**src/hw/dem_pkg.sv**
```systemverilog
/*
 * Shared constants of the dual encoder motion feedback block.
 * Assumes a 100 MHz system clock and an 8-bit register address space.
 */
package dem_pkg;
	// ********************************************************************
	// Register offsets
	// ********************************************************************
	localparam logic [7:0] ADDR_POSITION = 8'h26;
	localparam logic [7:0] ADDR_SPEED = 8'h28;
	localparam logic [7:0] ADDR_FLAGS = 8'h2c;
	localparam logic [7:0] ADDR_TUNE = 8'h39;
	localparam logic [7:0] ADDR_RATIO = 8'h44;
	localparam logic [7:0] ADDR_LOOP_SEL = 8'h50;
	localparam logic [7:0] ADDR_SAVE = 8'h51;
	localparam logic [7:0] ADDR_NET_ADDR = 8'h52;

	// ********************************************************************
	// Field positions and reset values
	// ********************************************************************
	localparam int FLAG_DUAL_BIT = 10;
	localparam int FLAG_INV2_BIT = 11;
	localparam logic [31:0] FLAGS_RESET = 32'h0000_0000;
	localparam logic [31:0] RATIO_RESET = 32'h0001_0000;
	localparam int RATIO_FRAC = 16;
	localparam logic [31:0] NET_ADDR_RESET = 32'h0000_0000;

	// Regulation modes written to the loop select register.
	localparam logic [2:0] LOOP_BRAKE = 3'h0;
	localparam logic [2:0] LOOP_OPEN = 3'h1;
	localparam logic [2:0] LOOP_SPEED = 3'h2;
	localparam logic [2:0] LOOP_POSITION = 3'h3;
	localparam logic [2:0] LOOP_DRIVER_OPEN = 3'h4;

	// Trajectory phases and LED colours.
	localparam logic [1:0] PHASE_ACCEL = 2'h0;
	localparam logic [1:0] PHASE_TOP = 2'h1;
	localparam logic [1:0] PHASE_DECEL = 2'h2;
	localparam logic [1:0] LED_GREEN = 2'h1;
	localparam logic [1:0] LED_YELLOW = 2'h2;
	localparam logic [1:0] LED_RED = 2'h3;

	// PWM duty scale: full duty is 65536, three quarters is 49152.
	localparam logic [16:0] DUTY_FULL = 17'h1_0000;
	localparam logic [16:0] DUTY_75 = 17'h0_c000;

	// ********************************************************************
	// Timing
	// ********************************************************************
	localparam int CLK_HZ = 100_000_000;
	localparam int GATE_MS = 10;
	localparam int GATE_CYC = GATE_MS * (CLK_HZ / 1000);
	localparam int SPEED_SCALE = 1000 / GATE_MS;
	localparam int TUNE_MS = 1000;
	localparam int TUNE_CYC = TUNE_MS * (CLK_HZ / 1000);
	localparam int DIV_STEPS = 48;
endpackage

```
**src/hw/dem_enc_if.sv**
```systemverilog
/*
 * Pulse events from one quadrature decoder to the feedback logic.
 * Assumes both ends run on the same clock.
 */
`timescale 1ns/1ps
interface dem_enc_if;
	logic step;
	logic dir;
	modport src(output step, output dir);
	modport snk(input step, input dir);
endinterface

```
**src/hw/dem_quad_counter.sv**
```systemverilog
/*
 * Quadrature decoder giving one step per edge of either channel.
 * Assumes channel inputs already synchronous to mclk.
 */
`timescale 1ns/1ps
module dem_quad_counter (
	input wire logic mclk,
	input wire logic rst_b,
	input wire logic chan_a,
	input wire logic chan_b,
	input wire logic enable,
	input wire logic invert,
	dem_enc_if.src enc
);
	logic a_q;
	logic b_q;

	// Previous channel levels, used to find edges.
	always_ff @(posedge mclk) begin
		if (!rst_b) begin
			a_q <= 1'b0;
			b_q <= 1'b0;
		end else begin
			a_q <= chan_a;
			b_q <= chan_b;
		end
	end

	// Any edge on A or B is one pulse, so four per cycle.
	// A disabled decoder reports no steps; dir still follows the channels.
	assign enc.step = enable & ((chan_a ^ a_q) | (chan_b ^ b_q));
	// Direction reversal is a plain flip of the decoded sense.
	assign enc.dir = (a_q ^ chan_b) ^ invert;
endmodule

```
**src/hw/dem_motion_feedback.sv**
```systemverilog
/*
 * Feedback and safety logic of a dual encoder motor controller: counting,
 * speed, trajectory feedback selection, ratio handling, brake, LED, save.
 * Assumes synchronous inputs, a single-cycle register port and an outside
 * power stage and nonvolatile memory that act on the outputs given here.
 */
`timescale 1ns/1ps
module dem_motion_feedback #(
	parameter int GATE_CYCLES = dem_pkg::GATE_CYC,
	parameter int TUNE_CYCLES = dem_pkg::TUNE_CYC,
	parameter int DECEL_SHIFT = 4
) (
	input wire logic mclk,
	input wire logic rst_b,
	input wire logic enc1_a,
	input wire logic enc1_b,
	input wire logic enc2_a,
	input wire logic enc2_b,
	input wire logic drive_enable,
	input wire logic [16:0] pwm_duty,
	input wire logic [1:0] traj_phase,
	input wire logic [31:0] traj_speed_cmd,
	input wire logic [31:0] traj_target,
	input wire logic [7:0] client_count,
	input wire logic [7:0] reg_addr,
	input wire logic reg_wr,
	input wire logic reg_rd,
	input wire logic [31:0] reg_wdata,
	output logic [31:0] reg_rdata,
	output logic [2:0] drive_mode,
	output logic [31:0] motor_speed_cmd,
	output logic [31:0] traj_feedback,
	output logic [1:0] led_colour,
	output logic [31:0] net_addr_active,
	output logic nv_save,
	output logic [98:0] nv_data
);
	// ********************************************************************
	// Decoders
	// ********************************************************************
	dem_enc_if enc1();
	dem_enc_if enc2();
	logic [31:0] flags_q;
	logic dual;

	assign dual = flags_q[dem_pkg::FLAG_DUAL_BIT];

	dem_quad_counter u_enc1 (
		.mclk(mclk),
		.rst_b(rst_b),
		.chan_a(enc1_a),
		.chan_b(enc1_b),
		.enable(1'b1),
		.invert(1'b0),
		.enc(enc1.src)
	);

	dem_quad_counter u_enc2 (
		.mclk(mclk),
		.rst_b(rst_b),
		.chan_a(enc2_a),
		.chan_b(enc2_b),
		.enable(dual),
		.invert(flags_q[dem_pkg::FLAG_INV2_BIT]),
		.enc(enc2.src)
	);

	// Signed one-step increment from a decoder event.
	function automatic logic [31:0] step_inc(input logic step, input logic dir);
		step_inc = step ? (dir ? 32'hffff_ffff : 32'h0000_0001) : 32'h0000_0000;
	endfunction

	// ********************************************************************
	// Counting and speed
	// ********************************************************************
	logic [31:0] cnt1_q;
	logic [31:0] cnt2_q;
	logic [31:0] delta_q;
	logic [31:0] speed_q;
	logic [31:0] gate_q;
	logic [31:0] position;

	// Running counts of both encoders.
	always_ff @(posedge mclk) begin
		if (!rst_b) begin
			cnt1_q <= 32'h0000_0000;
			cnt2_q <= 32'h0000_0000;
		end else begin
			cnt1_q <= cnt1_q + step_inc(enc1.step, enc1.dir);
			cnt2_q <= cnt2_q + step_inc(enc2.step, enc2.dir);
		end
	end

	// Speed is counted on the motor encoder over a short gate and scaled up to
	// pulses per second; a short gate trades resolution for fresher readings.
	always_ff @(posedge mclk) begin
		if (!rst_b) begin
			gate_q <= 32'h0000_0000;
			delta_q <= 32'h0000_0000;
			speed_q <= 32'h0000_0000;
		end else if (gate_q == 32'(GATE_CYCLES - 1)) begin
			gate_q <= 32'h0000_0000;
			delta_q <= 32'h0000_0000;
			speed_q <= 32'((delta_q + step_inc(enc1.step, enc1.dir)) * dem_pkg::SPEED_SCALE);
		end else begin
			gate_q <= gate_q + 32'h0000_0001;
			delta_q <= delta_q + step_inc(enc1.step, enc1.dir);
		end
	end

	// Position follows the output encoder in dual mode, else the motor one.
	assign position = dual ? cnt2_q : cnt1_q;

	// ********************************************************************
	// Trajectory feedback and command conversion
	// ********************************************************************
	logic [31:0] ratio_q;
	logic [31:0] decel_cmd2;
	logic [64:0] decel_prod;
	logic decel;

	assign decel = dual && (traj_phase == dem_pkg::PHASE_DECEL);
	// Deceleration speed in second encoder units from remaining distance.
	assign decel_cmd2 = $signed(traj_target - cnt2_q) >>> DECEL_SHIFT;
	assign decel_prod = $signed(decel_cmd2) * $signed({1'b0, ratio_q});

	// Accel and top phases track the motor encoder; in dual mode decel is re-spaced by the ratio.
	always_ff @(posedge mclk) begin
		if (!rst_b) begin
			traj_feedback <= 32'h0000_0000;
			motor_speed_cmd <= 32'h0000_0000;
		end else if (decel) begin
			traj_feedback <= cnt2_q;
			motor_speed_cmd <= decel_prod[dem_pkg::RATIO_FRAC +: 32];
		end else begin
			traj_feedback <= cnt1_q;
			motor_speed_cmd <= traj_speed_cmd;
		end
	end

	// ********************************************************************
	// Ratio auto-tuning
	// ********************************************************************
	typedef enum {TUNE_IDLE, TUNE_MEAS, TUNE_DIV} dem_tune_t;
	dem_tune_t tune_q;
	logic [31:0] tune_cnt_q;
	logic [31:0] d1_q;
	logic [31:0] d2_q;
	logic [47:0] num_q;
	logic [32:0] rem_q;
	logic [31:0] quo_q;
	logic [32:0] rem_sh;
	logic ratio_done;

	// Magnitude of a signed count.
	function automatic logic [31:0] mag(input logic [31:0] v);
		mag = v[31] ? (~v + 32'h0000_0001) : v;
	endfunction

	assign rem_sh = {rem_q[31:0], num_q[47]};
	assign ratio_done = (tune_q == TUNE_DIV) && (tune_cnt_q == 32'(dem_pkg::DIV_STEPS));

	// Move counts are gathered over a window, then divided bit by bit to
	// keep the area small; a window with no output motion leaves the ratio.
	always_ff @(posedge mclk) begin
		if (!rst_b) begin
			tune_q <= TUNE_IDLE;
			tune_cnt_q <= 32'h0000_0000;
			d1_q <= 32'h0000_0000;
			d2_q <= 32'h0000_0000;
			num_q <= 48'h0000_0000_0000;
			rem_q <= 33'h0_0000_0000;
			quo_q <= 32'h0000_0000;
		end else begin
			case (tune_q)
				TUNE_IDLE: begin
					if (reg_wr && reg_addr == dem_pkg::ADDR_TUNE && dual) begin
						tune_q <= TUNE_MEAS;
						tune_cnt_q <= 32'h0000_0000;
						d1_q <= 32'h0000_0000;
						d2_q <= 32'h0000_0000;
					end
				end
				TUNE_MEAS: begin
					d1_q <= d1_q + step_inc(enc1.step, enc1.dir);
					d2_q <= d2_q + step_inc(enc2.step, enc2.dir);
					tune_cnt_q <= tune_cnt_q + 32'h0000_0001;
					if (!dual) begin
						tune_q <= TUNE_IDLE;
					end else if (tune_cnt_q == 32'(TUNE_CYCLES - 1)) begin
						tune_q <= ((d2_q + step_inc(enc2.step, enc2.dir)) == 32'h0000_0000) ? TUNE_IDLE : TUNE_DIV;
						tune_cnt_q <= 32'h0000_0000;
						num_q <= {mag(d1_q + step_inc(enc1.step, enc1.dir)), 16'h0000};
						d2_q <= mag(d2_q + step_inc(enc2.step, enc2.dir));
						rem_q <= 33'h0_0000_0000;
					end
				end
				TUNE_DIV: begin
					if (ratio_done) begin
						tune_q <= TUNE_IDLE;
					end else begin
						num_q <= {num_q[46:0], 1'b0};
						tune_cnt_q <= tune_cnt_q + 32'h0000_0001;
						if (rem_sh >= {1'b0, d2_q}) begin
							rem_q <= rem_sh - {1'b0, d2_q};
							quo_q <= {quo_q[30:0], 1'b1};
						end else begin
							rem_q <= rem_sh;
							quo_q <= {quo_q[30:0], 1'b0};
						end
					end
				end
				default: tune_q <= TUNE_IDLE;
			endcase
		end
	end

	// ********************************************************************
	// Registers
	// ********************************************************************
	logic [31:0] net_addr_q;

	// Host written settings; the estimated ratio wins over a host write.
	always_ff @(posedge mclk) begin
		if (!rst_b) begin
			flags_q <= dem_pkg::FLAGS_RESET;
			ratio_q <= dem_pkg::RATIO_RESET;
			net_addr_q <= dem_pkg::NET_ADDR_RESET;
		end else begin
			if (reg_wr && reg_addr == dem_pkg::ADDR_FLAGS) begin
				flags_q <= reg_wdata;
			end
			if (ratio_done) begin
				ratio_q <= quo_q;
			end else if (reg_wr && reg_addr == dem_pkg::ADDR_RATIO) begin
				ratio_q <= reg_wdata;
			end
			if (reg_wr && reg_addr == dem_pkg::ADDR_NET_ADDR) begin
				net_addr_q <= reg_wdata;
			end
		end
	end

	// The pending address moves over only while nobody is connected, so an open
	// session is never cut off mid-exchange.
	always_ff @(posedge mclk) begin
		if (!rst_b) begin
			net_addr_active <= dem_pkg::NET_ADDR_RESET;
		end else if (client_count == 8'h00) begin
			net_addr_active <= net_addr_q;
		end
	end

	// Regulation mode: a low enable forces brake and also overrides a write in
	// the same cycle; brake is held until the host picks a mode again.
	always_ff @(posedge mclk) begin
		if (!rst_b) begin
			drive_mode <= dem_pkg::LOOP_BRAKE;
		end else if (!drive_enable) begin
			drive_mode <= dem_pkg::LOOP_BRAKE;
		end else if (reg_wr && reg_addr == dem_pkg::ADDR_LOOP_SEL) begin
			drive_mode <= reg_wdata[2:0];
		end
	end

	// Save snapshot of every saveable register, with a one-cycle strobe.
	always_ff @(posedge mclk) begin
		if (!rst_b) begin
			nv_save <= 1'b0;
			nv_data <= 99'h0;
		end else begin
			nv_save <= reg_wr && reg_addr == dem_pkg::ADDR_SAVE;
			if (reg_wr && reg_addr == dem_pkg::ADDR_SAVE) begin
				nv_data <= {drive_mode, net_addr_q, ratio_q, flags_q};
			end
		end
	end

	// Read port; write-only and unmapped offsets read as zero.
	always_ff @(posedge mclk) begin
		if (!rst_b) begin
			reg_rdata <= 32'h0000_0000;
		end else if (reg_rd) begin
			case (reg_addr)
				dem_pkg::ADDR_POSITION: reg_rdata <= position;
				dem_pkg::ADDR_SPEED: reg_rdata <= speed_q;
				dem_pkg::ADDR_FLAGS: reg_rdata <= flags_q;
				dem_pkg::ADDR_RATIO: reg_rdata <= ratio_q;
				dem_pkg::ADDR_LOOP_SEL: reg_rdata <= {29'h0, drive_mode};
				dem_pkg::ADDR_NET_ADDR: reg_rdata <= net_addr_q;
				default: reg_rdata <= 32'h0000_0000;
			endcase
		end
	end

	// ********************************************************************
	// Status LED
	// ********************************************************************
	// Colour from PWM duty; full duty often means current limiting.
	always_ff @(posedge mclk) begin
		if (!rst_b) begin
			led_colour <= dem_pkg::LED_GREEN;
		end else if (pwm_duty >= dem_pkg::DUTY_FULL) begin
			led_colour <= dem_pkg::LED_RED;
		end else if (pwm_duty > dem_pkg::DUTY_75) begin
			led_colour <= dem_pkg::LED_YELLOW;
		end else begin
			led_colour <= dem_pkg::LED_GREEN;
		end
	end
endmodule

```
**config.mk**
```make
export PLATFORM = sky130hd
export DESIGN_NAME = dem_motion_feedback
export DESIGN_NICKNAME = d
export VERILOG_FILES = /design/src/hw/dem_pkg.sv /design/src/hw/dem_enc_if.sv /design/src/hw/dem_quad_counter.sv /design/src/hw/dem_motion_feedback.sv
export SDC_FILE = /design/constraint.sdc
export NUM_CORES = 2
export LEC_CHECK = 0
export BUFFER_PORTS_ARGS = -buffer_cell sky130_fd_sc_hd__buf_2
export CORE_ASPECT_RATIO = 0.8
export CORE_UTILIZATION = 50
export DETAILED_ROUTE_END_ITERATION = 10
export PLACE_DENSITY = 0.76
export SLEW_MARGIN = 20
export SYNTH_ARGS = -nofsm -noshare
export SYNTH_HDL_FRONTEND = slang
export SYNTH_SLANG_ARGS = --single-unit
```
**constraint.sdc**
```tcl
create_clock -name mclk -period 14.2 [get_ports mclk]
set_input_delay 0.71 -clock mclk [delete_from_list [all_inputs] [get_ports mclk]]
set_output_delay 0.71 -clock mclk [all_outputs]
set_load 0.02 [all_outputs]
```
# Word level (Yosys, flattened, before mapping)
# Cells that the tools add are included.
dict set report word_totals {
  regBits 731
  latchBits 0
  ramBits 0
  romBits 0
  inputBits 140
  output_inout_bits 233
  wordCells 142
  n_memories 0
}
dict set report classes {
  addsub 11
  n_mul 2
  n_div 0
  magnitude_cmp 3
  eq_ne 21
  n_shift 0
  mux 39
  n_bitwise 14
  n_reduce_logical 24
}
# cell count
set op_table {}
lappend op_table {{2-to-1 mux 32 bit} 25}
lappend op_table {{case mux 32 bit (2 select lines)} 3}
lappend op_table {{case mux 32 bit (3 select lines)} 2}
lappend op_table {{case mux 32 bit (6 select lines)} 1}
lappend op_table {{adder 32 bit} 5}
lappend op_table {{2-to-1 mux 48 bit} 3}
lappend op_table {{adder 32 x 1 -> 32 bit (second input constant)} 4}
lappend op_table {{case mux 48 bit (2 select lines)} 1}
lappend op_table {{zero test 32 bit} 2}
lappend op_table {{NOT 32 bit} 2}
lappend op_table {{subtractor 32 bit} 2}
lappend op_table {{multiplier 28 x 33 -> 48 bit} 1}
lappend op_table {{greater-or-equal comparator 33 x 32 -> 1 bit} 1}
lappend op_table {{== test 32 x 1 -> 1 bit (second input constant)} 1}
lappend op_table {{== test 32 x 2 -> 1 bit (second input constant)} 1}
lappend op_table {{== test 32 x 20 -> 1 bit (second input constant)} 1}
lappend op_table {{== test 32 x 27 -> 1 bit (second input constant)} 1}
lappend op_table {{== test 32 x 3 -> 1 bit (second input constant)} 1}
lappend op_table {{== test 32 x 6 -> 1 bit (second input constant)} 1}
lappend op_table {{== test 8 x 6 -> 1 bit (second input constant)} 4}
lappend op_table {{== test 8 x 7 -> 1 bit (second input constant)} 4}
lappend op_table {{multiplier 32 x 5 -> 30 bit (second input constant)} 1}
lappend op_table {{greater-or-equal comparator 17 bit (second input constant)} 1}
lappend op_table {{greater-than comparator 17 x 16 -> 1 bit (second input constant)} 1}
lappend op_table {{17 further kinds} 45}

# Logic depth before layout (Yosys ltp)
dict set report logic_depth {
  word_depth 11
  ltp_mapped 43
  depth_no_buf 42
}

# Cells and area by module
# A second synthesis with hierarchy kept.
dict set report hier_totals {
  cells_unflattened 7741
  hier_area_um2 64414.3
}
# module instances cells_per_inst area_per_inst_um2 seq_area_each_um2
set by_module_without_submodules {}
lappend by_module_without_submodules {dem_motion_feedback 1 7723 64221.6 13593.0}
lappend by_module_without_submodules {dem_quad_counter 2 9 96.3 40.0}

# Worst setup path after synthesis
# Ideal clock, no wire load.
dict set report synth_path {
  path_kind {input -> register}
  start {input enc1_b}
  end {register speed_q[31]}
  setup_ns 0.087
  arrival_ns 10.578
  t_required_ns 14.113
  path_slack_ns 3.535
  stages 29
  n_path_buf 0
  cell_sequence {xnor2_1 a21oi_1 ha_1 a21o_1 a21oi_1 o21bai_1 a21oi_1 o21bai_1 a21oi_1 xor2_1 inv_1 ha_1 ha_1 inv_1 fa_1 inv_1 ha_1 a21o_1 a21oi_1 nor3b_1 a21boi_0 o31ai_1 a21o_1 or3_1 nand4_1 a31oi_1 xnor2_1 xnor3_1 o31ai_1}
}
dict set report synth_between {
  elab_chain_cells 5
  word_cells_on_any_way 7
  cone_classes {add/sub (1); mul (1); mux (2); bitwise (3)}
}
# item line
set synth_lines {}
lappend synth_lines {{from (decl)} dem_motion_feedback.sv:16} ;# input wire logic enc1_b,
lappend synth_lines {{bitwise XOR 1 bit, on equally long branches} {dem_quad_counter.sv:31, dem_quad_counter.sv:33}}
lappend synth_lines {{bitwise OR 1 bit or 2-to-1 mux 32 bit (tied branches)} {dem_quad_counter.sv:31, dem_motion_feedback.sv:70}}
lappend synth_lines {{2-to-1 mux 32 bit (*)} dem_motion_feedback.sv:70} ;# step_inc = step ? (dir ? 32'hffff_ffff : 32'h0000_0001) : 32'h0000_0000;
lappend synth_lines {{adder 32 bit (*)} dem_motion_feedback.sv:104} ;# speed_q <= 32'((delta_q + step_inc(enc1.step, enc1.dir)) * dem_pkg::SPEED_SCALE);
lappend synth_lines {{multiplier 32 x 5 -> 30 bit (*)} dem_motion_feedback.sv:104}
lappend synth_lines {{to (signal assigned)} dem_motion_feedback.sv:104}
lappend synth_lines {{to (decl)} dem_motion_feedback.sv:79} ;# logic [31:0] speed_q;
# Mark *: on every way between the ends. The rest lies on a longest branch, timed or not.
# A chain may end at the register's enable or synchronous reset.

# Final worst setup path
dict set report layout_path {
  start {register cnt2_q[4]}
  end {register motor_speed_cmd[31]}
}
dict set report layout_between {
  elab_chain_cells 3
}
# item line
set layout_lines {}
lappend layout_lines {{from (decl)} dem_motion_feedback.sv:77} ;# logic [31:0] cnt2_q;
lappend layout_lines {{from (signal assigned)} dem_motion_feedback.sv:90} ;# cnt2_q <= cnt2_q + step_inc(enc2.step, enc2.dir);
lappend layout_lines {{subtractor 32 bit} dem_motion_feedback.sv:124} ;# assign decel_cmd2 = $signed(traj_target - cnt2_q) >>> DECEL_SHIFT;
lappend layout_lines {{multiplier 28 x 33 -> 48 bit} dem_motion_feedback.sv:125} ;# assign decel_prod = $signed(decel_cmd2) * $signed({1'b0, ratio_q});
lappend layout_lines {{2-to-1 mux 32 bit} dem_motion_feedback.sv:132} ;# end else if (decel) begin
lappend layout_lines {{to (signal assigned)} dem_motion_feedback.sv:134} ;# motor_speed_cmd <= decel_prod[dem_pkg::RATIO_FRAC +: 32];
lappend layout_lines {{to (signal assigned)} dem_motion_feedback.sv:137} ;# motor_speed_cmd <= traj_speed_cmd;
lappend layout_lines {{to (decl)} dem_motion_feedback.sv:31} ;# output logic [31:0] motor_speed_cmd,
# No other way between the ends.

==> results.sh <==
export IMPL_outcome="completed"
export IMPL_synth_top_area_share_pct=22.9
export IMPL_maxCapViolCount=0
export IMPL_p_per_area_nw_per_um2=136
export IMPL_ys_seq_elements=683
export IMPL_cts_tree="yes"
export IMPL_layout_common_cells="nand2_1 (1408), inv_1 (999), fa_1 (745), dfxtp_1 (674), a21oi_1 (592)"
export IMPL_grt_max_degree=145
export IMPL_track_usage_pct=30.9
export IMPL_ir_worst_vdd_v=0.000251
export IMPL_drc=0
export IMPL_end_kind="flip-flop"
export IMPL_slew_viol_final=0
export IMPL_start_util_pct=50.8
export IMPL_gr_total_overflow=0
export IMPL_ctsHoldBuffers=0
export IMPL_portBuffers=372
export IMPL_syn_area_sq_um=65100
export IMPL_cp_start_kind="flip-flop"
export IMPL_cts_clk_slew_worst_paths_ps=60
export IMPL_core_area_sq_um=128000
export IMPL_layout_commonest_cell="nand2_1"
export IMPL_worstPathRequired_ps=14820
export IMPL_syn_to_final_growth_pct=9.85
export IMPL_synth_edf_count=0
export IMPL_vias=56500
export IMPL_die_height_microns=325
export IMPL_leakage_nw=32.7
export IMPL_ys_warn_count=0
export IMPL_placementRows=117
export IMPL_fin_setup_tns_ps=0
export IMPL_root_buffer="clkbuf_16"
export IMPL_hold_path_class="input port to flip-flop"
export IMPL_final_hold_viol_count=0
export IMPL_yosys_top_cells_area="fa_1 (23%), dfxtp_1 (21%), ha_1 (9.5%), nand2_1 (8.1%), inv_1 (5.8%)"
export IMPL_grt_pass1_vias=56200
export IMPL_cp_common_cell="fa_1"
export IMPL_max_freq_mhz=80.4
export IMPL_dieArea_sq_um=132000
export IMPL_clk_insertion_delay_late_ps=710
export IMPL_max_stage_delay_ps=760
export IMPL_tightest_slew_ps=1150
export IMPL_synth_cell_types=95
export IMPL_post_route_util_pct=55.8
export IMPL_pin_count=373
export IMPL_synth_top_area_cell="fa_1"
export IMPL_arrival_ps=13050
export IMPL_initialDrtViolationCount=4857
export IMPL_cts_setup_buffers=0
export IMPL_post_cts_resized=0
export IMPL_ant_nets=0
export IMPL_crit_fanout=19
export IMPL_worstSetupPathType="flip-flop to flip-flop"
export IMPL_crit_slowest_cell="xnor2_2"
export IMPL_drive_gt1_share_pct=9.03
export IMPL_slew_headroom_pct=23.0
export IMPL_drt_wl_total_microns=205000
export IMPL_dp_hpwl_microns=154000
export IMPL_finalNetCount=9401
export IMPL_finalCritPeriodShare_pct=87.5
export IMPL_netlist_instances=7895
export IMPL_syn_num_nets=9272
export IMPL_gp_congestion=0.940
export IMPL_period_minus_slack_ps=12430
export IMPL_ctsHtreeMaxLevel=3
export IMPL_cts_buffers=78
export IMPL_drt_pass1_iter_count=8
export IMPL_ys_seq_area_share_pct=21.0
export IMPL_die_x_microns=405
export IMPL_viasPerCell=5.76
export IMPL_rsz0062_at_grt="false"
export IMPL_skew_ps=51.1
export IMPL_ys_async_sr_fraction_pct=0
export IMPL_cts_sinks=683
export IMPL_wl_per_cell_microns=20.8
export IMPL_grt_pass1_wl_microns=319000
export IMPL_antenna_found_initial=9
export IMPL_ys_flop_type="dfxtp_1"
export IMPL_avgSynthCellArea_sq_um=8.24
export IMPL_clock_path_buffers=3
export IMPL_setup_viol=0
[Yosys cell counts, drive strengths merged, types with 36 or more instances]
library cell     n
a22oi           74
and3            44
a21oi          600
o21bai          36
a21o           134
nand3          127
xor2           139
fa             745
xnor2          210
nand2b          36
nor3            81
clkbuf         403
dfxtp          683
ha             492
inv           1001
o21ai          256
a31oi           54
nand4           52
nor2           422
mux2i           42
and2           331
nand2         1411
a311oi          41
[where the power goes]
group | internal [mW] | switching (mW)
Combinational | 2.30 | 3.16
Sequential | 2.03 | 0.0833
Clock | 1.23 | 0.927
Total | 5.56 | 4.17
[state kept, by name, indices dropped and copies added, names as in the netlist, 2 cells and up]
name / flops
nv_data: 99
cnt1_q: 32
cnt2_q: 32
d1_q: 32
d2_q: 32
flags_q: 32
gate_q: 32
motor_speed_cmd: 32
net_addr_active: 32
net_addr_q: 32
num_q: 32
quo_q: 32
ratio_q: 32
reg_rdata: 32
rem_q: 32
traj_feedback: 32
tune_cnt_q: 32
delta_q: 30
speed_q: 30
drive_mode: 3
led_colour: 2
tune_q: 2
[area by class of cell]
| cell class | instances | area (sq um) |
|---|---|---|
| diodes | 7 | 17.5 |
| inverters | 1001 | 3760 |
| multi-input cells | 5789 | 46500 |
| flip-flops and latches | 683 | 13700 |
| well taps | 1725 | 2160 |
| clock inverters | 37 | 497 |
| clock buffers | 106 | 2200 |
| fillers | 11400 | 56600 |
| repair buffers | 471 | 2650 |
[final timing paths]
path,start,to,slack (ps),cells past startpoint
max reg2reg,cnt2_q[4]$_SDFF_PN0_,motor_speed_cmd[31]$_SDFF_PN0_,1770,39
min,pwm_duty[16],led_colour[0]$_SDFF_PP1_,200,2
min reg2reg,nv_data[73]$_SDFFE_PN0P_,nv_data[73]$_SDFFE_PN0P_,450,2
max,cnt2_q[4]$_SDFF_PN0_,motor_speed_cmd[31]$_SDFF_PN0_,1770,39
[cells by family after synthesis]
| kind of cell | Yosys count | synth area share [%] |
|---|---|---|
| xor gates and xnor gates | 354 | 4.87 |
| and+or+nand+nor | 2674 | 18.6 |
| adders and majority gates | 1237 | 32.4 |
| muxes | 54 | 0.854 |
| DFF | 683 | 21.0 |
| buffers and inverters | 1423 | 8.22 |
| AOI/OAI and AO/OA | 1470 | 14.1 |
[per-stage QoR]
step           setup WS, ps  hold WS (ps)  cell area (sq um)  power, mW  instances
2_1_floorplan          3530           426              65100       6.26       7895
3_3_place_gp           1860           437              68700       7.32       9666
3_5_place_dp           1570           443              68700       7.51       9666
4_1_cts                1850           155              71400       9.72       9809
5_1_grt                1160           205              71500       10.5       9813
6_report               1770           196              71500       9.73       9819
[critical path, delay by kind of cell (launching register included)]
family / cells / cell delay (ps)
AO/OA/AOI/OAI: 17 / 4790
XOR/XNOR: 3 / 1280
AND/OR/NAND/NOR: 4 / 650
adder cells (fa/ha/maj): 10 / 4550
flip-flops: 1 / 400
buffers and inverters: 5 / 670
[per-layer routing]
metal	up-vias	wire (microns)	track usage [%]
met3	426	23000	8.38
met2	2644	87900	47.0
met1	27600	85800	42.1
met5	-	76	0
li1	25900	-	-
met4	10	7890	10.9
Power figures use the tool's default switching activity.
